==> src/hdl/fpdb_params.svh <==
// constants for the fetch pipeline and data banking block
`ifndef FPDB_PARAMS_SVH
`define FPDB_PARAMS_SVH

// ---------------------------------------------------------------
// program side
// ---------------------------------------------------------------
`define FPDB_PTR_W 21
`define FPDB_WORD_W 16
`define FPDB_PTR_STEP 21'h000002
`define FPDB_PTR_RESET 21'h000000

// ---------------------------------------------------------------
// data side
// ---------------------------------------------------------------
`define FPDB_DADDR_W 12
`define FPDB_BANKPTR_ADDR 12'hfe0
`define FPDB_BANKPTR_RESET 4'h0
`define FPDB_FAST_SPLIT 8'h60
`define FPDB_FAST_LOW_BANK 4'h0
`define FPDB_FAST_HIGH_BANK 4'hf
`define FPDB_SFR_BASE 12'hf60
`define FPDB_IMPL_BANK_A 4'h0
`define FPDB_IMPL_BANK_B 4'h1
`define FPDB_USB_BANK 4'h4

// ---------------------------------------------------------------
// opcode fields
// ---------------------------------------------------------------
`define FPDB_OP_LDBANK 12'h010
`define FPDB_OP_INC 6'h0a
`define FPDB_OP_SKIPZ 7'h33
`define FPDB_OP_BRA 5'h1a
`define FPDB_OP_JUMP 8'hef
`define FPDB_OP_CALL 8'hec
`define FPDB_OP_MOVE 4'hc
`define FPDB_OP_SECOND 4'hf

`endif

==> src/hdl/fpdb_pkg.sv <==
// types for the fetch pipeline and data banking block
package fpdb_pkg;

  // one-hot quadrature phase
  typedef enum logic [3:0] {
    PH_A = 4'b0001,
    PH_B = 4'b0010,
    PH_C = 4'b0100,
    PH_D = 4'b1000
  } fpdb_phase_t;

  // decoded operation of the word in the instruction latch
  typedef enum logic [3:0] {
    OP_NOP = 4'h0,
    OP_LDBANK = 4'h1,
    OP_INC = 4'h2,
    OP_SKIPZ = 4'h3,
    OP_BRA = 4'h4,
    OP_JUMP = 4'h5,
    OP_MOVE1 = 4'h6,
    OP_MOVE2 = 4'h7,
    OP_CONT = 4'h8
  } fpdb_op_t;

endpackage : fpdb_pkg

==> src/hdl/fpdb_core.sv <==
// fetch/execute pipeline, quadrature phasing and banked data addressing
// Summary of operation
// - input clock divided by four into phases a to d, one instruction cycle
// - fetch pointer advances every phase_a; program word latched in phase_d
// - fetch of next word overlaps execute of current word, one per cycle
// - pointer-changing instructions take two cycles; a branch discards the fetched word, jump/call uses it as its second word
// - operand read in phase_b, destination written in phase_d
// - program memory byte addressed; words start at even addresses
// - fetch pointer steps by two and its low bit is always zero
// - absolute jump/call value is a word address loaded into bits 20:1
// - relative branch offset counts words, pointer moves twice offset bytes
// - second word of two-word instructions has 1111 on top, 12 literal bits
// - a lone 1111-topped word executes as a no-operation
// - 12-bit data addresses, 16 banks of 256 bytes, three banks built
// - reads of unimplemented data locations return zero
// - bank 4 is dual-port, shared with the usb engine when it is enabled
// - banked address is bank pointer on top, instruction's 8 bits below
// - only low four bank pointer bits exist; upper read zero, ignore writes
// - load_bank_literal loads the bank pointer from a literal
// - unimplemented-bank writes dropped, reads zero, status flags still update
// - mem_to_mem_move uses full 12-bit addresses and ignores bank pointer
// - other data instructions use bank pointer or the fast-access map
// - fast map puts 00h-5Fh in bank 0 and 60h-FFh at top of bank 15
// - access_select_bit one uses bank pointer, zero uses fast-access map
`timescale 1ns/1ns
`include "fpdb_params.svh"

module fpdb_core (
  // clock and reset
  input wire logic ref_clk,
  input wire logic rstn,
  // program memory
  output logic [`FPDB_PTR_W-1:0] progAddr,
  output logic progFetch,
  input wire logic [`FPDB_WORD_W-1:0] progData,
  // data memory
  output logic [`FPDB_DADDR_W-1:0] dataAddr,
  output logic dataRdEn,
  input wire logic [7:0] dataRdData,
  output logic dataWrEn,
  output logic [7:0] dataWrData,
  // usb serial engine
  input wire logic usbEnable,
  output logic usbBufferAccess,
  // status
  output fpdb_pkg::fpdb_phase_t phase,
  output logic [7:0] bankPointer,
  output logic [7:0] workReg,
  output logic zeroFlag
);
  import fpdb_pkg::*;

  // ---------------------------------------------------------------
  // helper functions
  // ---------------------------------------------------------------
  // banked or fast-access address of a single-word data instruction
  function automatic logic [`FPDB_DADDR_W-1:0] formAddr(input logic sel, input logic [7:0] f,
                                                        input logic [3:0] bank);
    if (sel) begin
      formAddr = {bank, f};
    end else if (f < `FPDB_FAST_SPLIT) begin
      formAddr = {`FPDB_FAST_LOW_BANK, f};
    end else begin
      formAddr = {`FPDB_FAST_HIGH_BANK, f};
    end
  endfunction : formAddr

  // true where external data storage exists
  function automatic logic isImpl(input logic [`FPDB_DADDR_W-1:0] a);
    isImpl = (a[11:8] == `FPDB_IMPL_BANK_A) || (a[11:8] == `FPDB_IMPL_BANK_B) ||
             (a[11:8] == `FPDB_USB_BANK) ||
             ((a >= `FPDB_SFR_BASE) && (a != `FPDB_BANKPTR_ADDR));
  endfunction : isImpl

  // operation class of the latched word
  function automatic fpdb_op_t decodeOp(input logic [15:0] w, input logic valid,
                                        input logic paired, input logic pairMove);
    decodeOp = OP_NOP;
    if (!valid) begin
      decodeOp = OP_NOP;
    end else if (w[15:12] == `FPDB_OP_SECOND) begin
      // paired second word carries literal data; a lone one is a no-operation
      if (paired) begin
        decodeOp = pairMove ? OP_MOVE2 : OP_CONT;
      end else begin
        decodeOp = OP_NOP;
      end
    end else if (w[15:4] == `FPDB_OP_LDBANK) begin
      decodeOp = OP_LDBANK;
    end else if (w[15:10] == `FPDB_OP_INC) begin
      decodeOp = OP_INC;
    end else if (w[15:9] == `FPDB_OP_SKIPZ) begin
      decodeOp = OP_SKIPZ;
    end else if (w[15:11] == `FPDB_OP_BRA) begin
      decodeOp = OP_BRA;
    end else if ((w[15:8] == `FPDB_OP_JUMP) || (w[15:8] == `FPDB_OP_CALL)) begin
      decodeOp = OP_JUMP;
    end else if (w[15:12] == `FPDB_OP_MOVE) begin
      decodeOp = OP_MOVE1;
    end
  endfunction : decodeOp

  // ---------------------------------------------------------------
  // reset release
  // ---------------------------------------------------------------
  logic rstMeta;
  logic rstSync;

  // two-stage release of the asynchronous reset
  always_ff @(posedge ref_clk or negedge rstn) begin
    if (!rstn) begin
      rstMeta <= 1'b0;
      rstSync <= 1'b0;
    end else begin
      rstMeta <= 1'b1;
      rstSync <= rstMeta;
    end
  end

  // ---------------------------------------------------------------
  // pipeline state
  // ---------------------------------------------------------------
  fpdb_phase_t phase_reg, phase_next;
  logic [`FPDB_PTR_W-1:0] fetchPtr_reg, fetchPtr_next;
  logic [`FPDB_PTR_W-1:0] progAddr_reg, progAddr_next;
  logic [15:0] instrLatch_reg, instrLatch_next;
  logic execValid_reg, execValid_next;
  logic paired_reg, paired_next;
  logic pairMove_reg, pairMove_next;
  logic [`FPDB_DADDR_W-1:0] dataAddr_reg, dataAddr_next;
  logic [7:0] opData_reg, opData_next;
  logic [7:0] wrData_reg, wrData_next;
  logic wrPend_reg, wrPend_next;
  logic wrWork_reg, wrWork_next;
  logic [3:0] bank_reg, bank_next;
  logic [7:0] work_reg, work_next;
  logic zero_reg, zero_next;
  fpdb_op_t op;
  logic [`FPDB_DADDR_W-1:0] opAddr;
  logic rdNeed;
  logic [7:0] rdValue;
  logic [7:0] incValue;
  logic takeBranch;
  logic killNext;

  // decode of the word now executing
  always_comb begin
    op = decodeOp(instrLatch_reg, execValid_reg, paired_reg, pairMove_reg);
    if ((op == OP_MOVE1) || (op == OP_MOVE2)) begin
      opAddr = instrLatch_reg[11:0];
    end else begin
      opAddr = formAddr(instrLatch_reg[8], instrLatch_reg[7:0], bank_reg);
    end
    rdNeed = (op == OP_INC) || (op == OP_SKIPZ) || (op == OP_MOVE1);
    if (dataAddr_reg == `FPDB_BANKPTR_ADDR) begin
      rdValue = {4'h0, bank_reg};
    end else if (isImpl(dataAddr_reg)) begin
      rdValue = dataRdData;
    end else begin
      rdValue = 8'h00;
    end
    incValue = opData_reg + 8'h01;
    takeBranch = (op == OP_BRA) || (op == OP_JUMP);
    killNext = (op == OP_BRA) || ((op == OP_SKIPZ) && (opData_reg == 8'h00));
  end

  // next values of the pipeline, stepped by phase
  always_comb begin
    phase_next = phase_reg;
    fetchPtr_next = fetchPtr_reg;
    progAddr_next = progAddr_reg;
    instrLatch_next = instrLatch_reg;
    execValid_next = execValid_reg;
    paired_next = paired_reg;
    pairMove_next = pairMove_reg;
    dataAddr_next = dataAddr_reg;
    opData_next = opData_reg;
    wrData_next = wrData_reg;
    wrPend_next = wrPend_reg;
    wrWork_next = wrWork_reg;
    bank_next = bank_reg;
    work_next = work_reg;
    zero_next = zero_reg;
    unique case (phase_reg)
      PH_A: begin
        phase_next = PH_B;
        progAddr_next = fetchPtr_reg;
        fetchPtr_next = fetchPtr_reg + `FPDB_PTR_STEP;
        dataAddr_next = opAddr;
      end
      PH_B: begin
        phase_next = PH_C;
        if (rdNeed) begin
          opData_next = rdValue;
        end
      end
      PH_C: begin
        phase_next = PH_D;
        wrPend_next = 1'b0;
        wrWork_next = 1'b0;
        if (op == OP_INC) begin
          wrData_next = incValue;
          wrPend_next = instrLatch_reg[9];
          wrWork_next = !instrLatch_reg[9];
        end else if (op == OP_MOVE2) begin
          wrData_next = opData_reg;
          wrPend_next = 1'b1;
        end
      end
      PH_D: begin
        phase_next = PH_A;
        // destination write and status update
        if (wrPend_reg && (dataAddr_reg == `FPDB_BANKPTR_ADDR)) begin
          bank_next = wrData_reg[3:0];
        end
        if (wrWork_reg) begin
          work_next = wrData_reg;
        end
        if (op == OP_INC) begin
          zero_next = (wrData_reg == 8'h00);
        end
        if (op == OP_LDBANK) begin
          bank_next = instrLatch_reg[3:0];
        end
        // pointer redirection
        if (op == OP_BRA) begin
          fetchPtr_next = progAddr_reg +
                          {{9{instrLatch_reg[10]}}, instrLatch_reg[10:0], 1'b0};
        end else if (op == OP_JUMP) begin
          fetchPtr_next = {progData[11:0], instrLatch_reg[7:0], 1'b0};
        end
        // latch next word; a discarded word spends its cycle as a bubble
        instrLatch_next = progData;
        execValid_next = !killNext;
        paired_next = (op == OP_JUMP) || (op == OP_MOVE1);
        pairMove_next = (op == OP_MOVE1);
      end
    endcase
  end

  // pipeline registers
  always_ff @(posedge ref_clk or negedge rstSync) begin
    if (!rstSync) begin
      phase_reg <= PH_A;
      fetchPtr_reg <= `FPDB_PTR_RESET;
      progAddr_reg <= `FPDB_PTR_RESET;
      instrLatch_reg <= 16'h0000;
      execValid_reg <= 1'b0;
      paired_reg <= 1'b0;
      pairMove_reg <= 1'b0;
      dataAddr_reg <= 12'h000;
      opData_reg <= 8'h00;
      wrData_reg <= 8'h00;
      wrPend_reg <= 1'b0;
      wrWork_reg <= 1'b0;
      bank_reg <= `FPDB_BANKPTR_RESET;
      work_reg <= 8'h00;
      zero_reg <= 1'b0;
    end else begin
      phase_reg <= phase_next;
      fetchPtr_reg <= fetchPtr_next;
      progAddr_reg <= progAddr_next;
      instrLatch_reg <= instrLatch_next;
      execValid_reg <= execValid_next;
      paired_reg <= paired_next;
      pairMove_reg <= pairMove_next;
      dataAddr_reg <= dataAddr_next;
      opData_reg <= opData_next;
      wrData_reg <= wrData_next;
      wrPend_reg <= wrPend_next;
      wrWork_reg <= wrWork_next;
      bank_reg <= bank_next;
      work_reg <= work_next;
      zero_reg <= zero_next;
    end
  end

  // ---------------------------------------------------------------
  // outputs
  // ---------------------------------------------------------------

  // strobes gated so no access leaves for missing storage
  assign dataRdEn = (phase_reg == PH_B) && rdNeed && isImpl(dataAddr_reg);
  assign dataWrEn = (phase_reg == PH_D) && wrPend_reg && isImpl(dataAddr_reg);
  assign usbBufferAccess = (dataRdEn || dataWrEn) && usbEnable &&
                           (dataAddr_reg[11:8] == `FPDB_USB_BANK);
  assign progFetch = (phase_reg == PH_D);
  assign progAddr = progAddr_reg;
  assign dataAddr = dataAddr_reg;
  assign dataWrData = wrData_reg;
  assign phase = phase_reg;
  assign bankPointer = {4'h0, bank_reg};
  assign workReg = work_reg;
  assign zeroFlag = zero_reg;
endmodule : fpdb_core

==> config.mk <==
export PLATFORM = sky130hd
export DESIGN_NAME = fpdb_core
export DESIGN_NICKNAME = d
export VERILOG_FILES = /design/src/hdl/fpdb_pkg.sv /design/src/hdl/fpdb_core.sv
export VERILOG_INCLUDE_DIRS = /design/src /design/src/hdl
export SDC_FILE = /design/constraint.sdc
export NUM_CORES = 1
export LEC_CHECK = 0
export BUFFER_PORTS_ARGS = -buffer_cell sky130_fd_sc_hd__buf_4
export CORE_AREA = 2 2 122 124
export DETAILED_ROUTE_END_ITERATION = 8
export DIE_AREA = 0 0 124 126
export GPL_ROUTABILITY_DRIVEN = 0
export SLEW_MARGIN = 15
export SYNTH_ARGS = -nofsm -noshare
export SYNTH_HDL_FRONTEND = slang
export SYNTH_SLANG_ARGS = --single-unit
==> constraint.sdc <==
create_clock -name ref_clk -period 3.9 [get_ports ref_clk]
set_input_delay 1.17 -clock ref_clk [delete_from_list [all_inputs] [get_ports ref_clk]]
set_output_delay 1.17 -clock ref_clk [all_outputs]
set_load 0.05 [all_outputs]
==> summary.md <==
| Metric | Value |
|---|---|
| Async S/R FF share, synth | 100% |
| Average instance area after synthesis | 8.49 sq um |
| CP endpoint kind | output port |
| Starting DRT DRC Count | 525 |
| Initial Util | 44.0% |
| Final wirelength | 17.7 mm |
| Critical path arrival | 2530 ps |
| Register Area | 2760 sq um |
| XOR/XNOR share of the synthesized area | 3.18% |
| Chip width | 124 microns |
| Worst path required time | 2730 ps |
| Multi-input logic area | 3330 sq um |
| Drt first pass iters | 6 |
| Post-DP HPWL | 12.8 mm |
| CTS Sinks | 110 |
| Endpoints failing hold | 0 |
| Vias per cell | 5.65 |
| Non-filler instance count after layout | 1014 |
| Post-synthesis adder-cell area fraction | 4.69% |
| Register bit total from synthesis | 110 |
| Crit-path max FO | 9 |
| Most instantiated cells after synthesis | nand2_1 (172), dfrtp_1 (109), nor2_1 (61) |
| First-pass GRT wire length | 28.1 mm |
| Nets | 875 |
| Vias in the first global route | 5409 |
| Post-route ant nets | 0 |
| Filler cells | 1369 |
| Postcts setup bufs | 0 |
| Most numerous cell in the Yosys netlist | nand2_1 |
| Chip height | 126 microns |
| Synth warnings | 0 |
| Register area share after synthesis | 43.7% |
| CTS Buf Count | 9 |
| Top Ports | 93 |
| H-Tree Level Count | 3 |
| IO buf count | 88 |
| Setup TNS | 0 ps |
| CORE AREA | 14300 sq um |
| Clock tree buffer depth | 2 |
| Placed Instances | 998 |
| Endpoints failing setup | 0 |
| Layout cells sized above 1 | 17.6% |
| Slew headroom | 40.2% |
| Max cap viols | 0 |
| Hold WC Path Type | reg2async |
| Outcome | finished, final reports clean |
| GRT Total Usage | 23.3% |
| Synthesized instance count | 742 |
| Top_reg_cell synth | dfrtp_1 |
| DRC viols | 0 |
| Placement Rows | 44 |
| Synthesized cell area | 6300 sq um |
| Largest family of logic cells by synthesized area | simple AND/OR/NAND/NOR gates |
| Peak supply drop | 0.388 mV |
| Slew Viols, Final | 0 |
| Part of the cycle the worst path needs | 94.9% |
| Post-synthesis compound-gate area fraction | 17.6% |
| Worst Path Class, Setup | reg2out |
| Multiplexer share of the synthesized area | 2.72% |
| Final core utilization | 52.3% |
| Worst reg2reg path startpoint | instrLatch_reg[0] |
| Slew @ Worst Pin | 894 ps |
| Post-synth EDFFs | 0 |
| DR vias | 5726 |
| Die ar. | 15600 sq um |
| Synth area leader | dfrtp_1 |
| Largest net degree at the start of global routing | 48 |
| Insertion delay to the later sink of the worst-skew pair | 360 ps |
| Synth top area share | 43.3% |
| Synth unique cells | 66 |
| Leak | 3.45 nW |
| Per-cell routed wire length | 17.5 microns |
| CTS root buffer | clkbuf_16 |
| Clock Skew | 7.48 ps |
| Startpoint types | flip-flop |
| P&R area growth vs syn | 18.9% |
| Antenna cell count | 0 |
| Initial antenna violation count | 0 |
| Placed inst area | 7170 sq um |
| Pwr Density | 563 nW/um^2 |
| Reg clk slew, reported paths | 70 ps |
| Main area contributors after synthesis | dfrtp_1 (43%), nand2_1 (10%), ha_1 (4.4%) |
| Critical Path Start | instrLatch_reg[11] |
| Fin crit period | 3700 ps |
| Simple-Gate Fraction of Synth Area | 24.0% |
| Finished Cell Area | 7490 sq um |
| Overflow after GRT | 0 |
| FMAX | 0.270 GHz |
| CTS tree | done |
## path summary, 6_finish.rpt
kind / end / cells past startpoint / slack (ps)
max in group asynchronous: instrLatch_reg[9] / 1 / 2680
min reg2reg: fetchPtr_reg[2] / 0 / 240
min: fetchPtr_reg[2] / 0 / 240
max reg2reg: fetchPtr_reg[19] / 12 / 590
max: usbBufferAccess / 9 / 200
min in group ref_clk: rstSync / 0 / 350
## power by group
| part | total (mW) | internal [mW] | switching [mW] | leakage, nW |
|---|---|---|---|---|
| sequential | 1.64 | 1.37 | 0.271 | 1.30 |
| combinational | 1.63 | 0.602 | 1.03 | 2.01 |
| clock | 0.944 | 0.501 | 0.443 | 0.146 |
| total | 4.21 | 2.47 | 1.74 | 3.45 |
## stage by stage
| stage | worst slack (ps) | hold WS, ps | power (mW) |
|---|---|---|---|
| 6_report | 200 | 242 | 4.21 |
| 5_1_grt | -4.78 | 279 | 4.46 |
| 4_1_cts | 88.5 | 267 | 4.23 |
| 3_5_place_dp | 430 | 259 | 3.27 |
| 3_3_place_gp | 528 | 253 | 3.24 |
| 2_1_floorplan | 72.2 | 331 | 2.79 |
## area by class of cell
class | count | share of cell area [%]
multi-input combinational | 577 | 44.4
clock buffer | 9 | 3.01
inverter | 22 | 1.10
clock inverter | 7 | 0.986
timing repair buffer | 105 | 10.5
sequential | 110 | 36.9
tap | 184 | 3.08
## kinds of logic after synthesis
family / Yosys count
multiplexers: 16
AND/OR/NAND/NOR: 334
AO/OA/AOI/OAI: 177
XOR/XNOR: 22
flip-flops: 110
buffers and inverters: 58
other: 2
adder cells (fa/ha/maj): 23
## worst max-delay path: stages (launching register included)
cell       delay (ps)
dfrtp_2           480
nand3b_4          180
a2bb2oi_1         140
o32a_1            390
nor2b_1           160
nor2b_1           180
o21a_1            170
and2_1            160
o21a_2            130
buf_4             180
## routing by layer
metal / part of all wire, % / GRT usage (%)
met1: 46 / 33.5
met2: 45 / 35.8
met3: 6.3 / 2.94
met4: 2.5 / 9.25
met5: 0 / 0
## repair_timing
| item | CTS | global route |
|---|---|---|
| setup endpoints to repair | 1 | 1 |
| resized for setup | 1 | 3 |
| hold buffers | 0 | 0 |
## cells in the final DEF (no fill, tap or decap), drive strengths merged, types with 6 or more instances in the layout
cell / synthesis / final
dfrtp: 109 / 109
o22a: 6 / 6
a31oi: 13 / 13
a21oi: 54 / 54
nand2: 172 / 172
mux2: 9 / 9
and3: 7 / 7
mux2i: 7 / 7
ha: 22 / 22
nand4: 9 / 9
clkbuf: 23 / 9
inv: 22 / 23
buf: 13 / 105
nor2: 61 / 61
xor2: 9 / 9
nor3: 18 / 18
xnor2: 13 / 13
nor2b: 11 / 11
a211oi: 10 / 10
nand3: 24 / 24
o21ai: 45 / 45
Note: power is estimated with default switching activity, not from simulation.
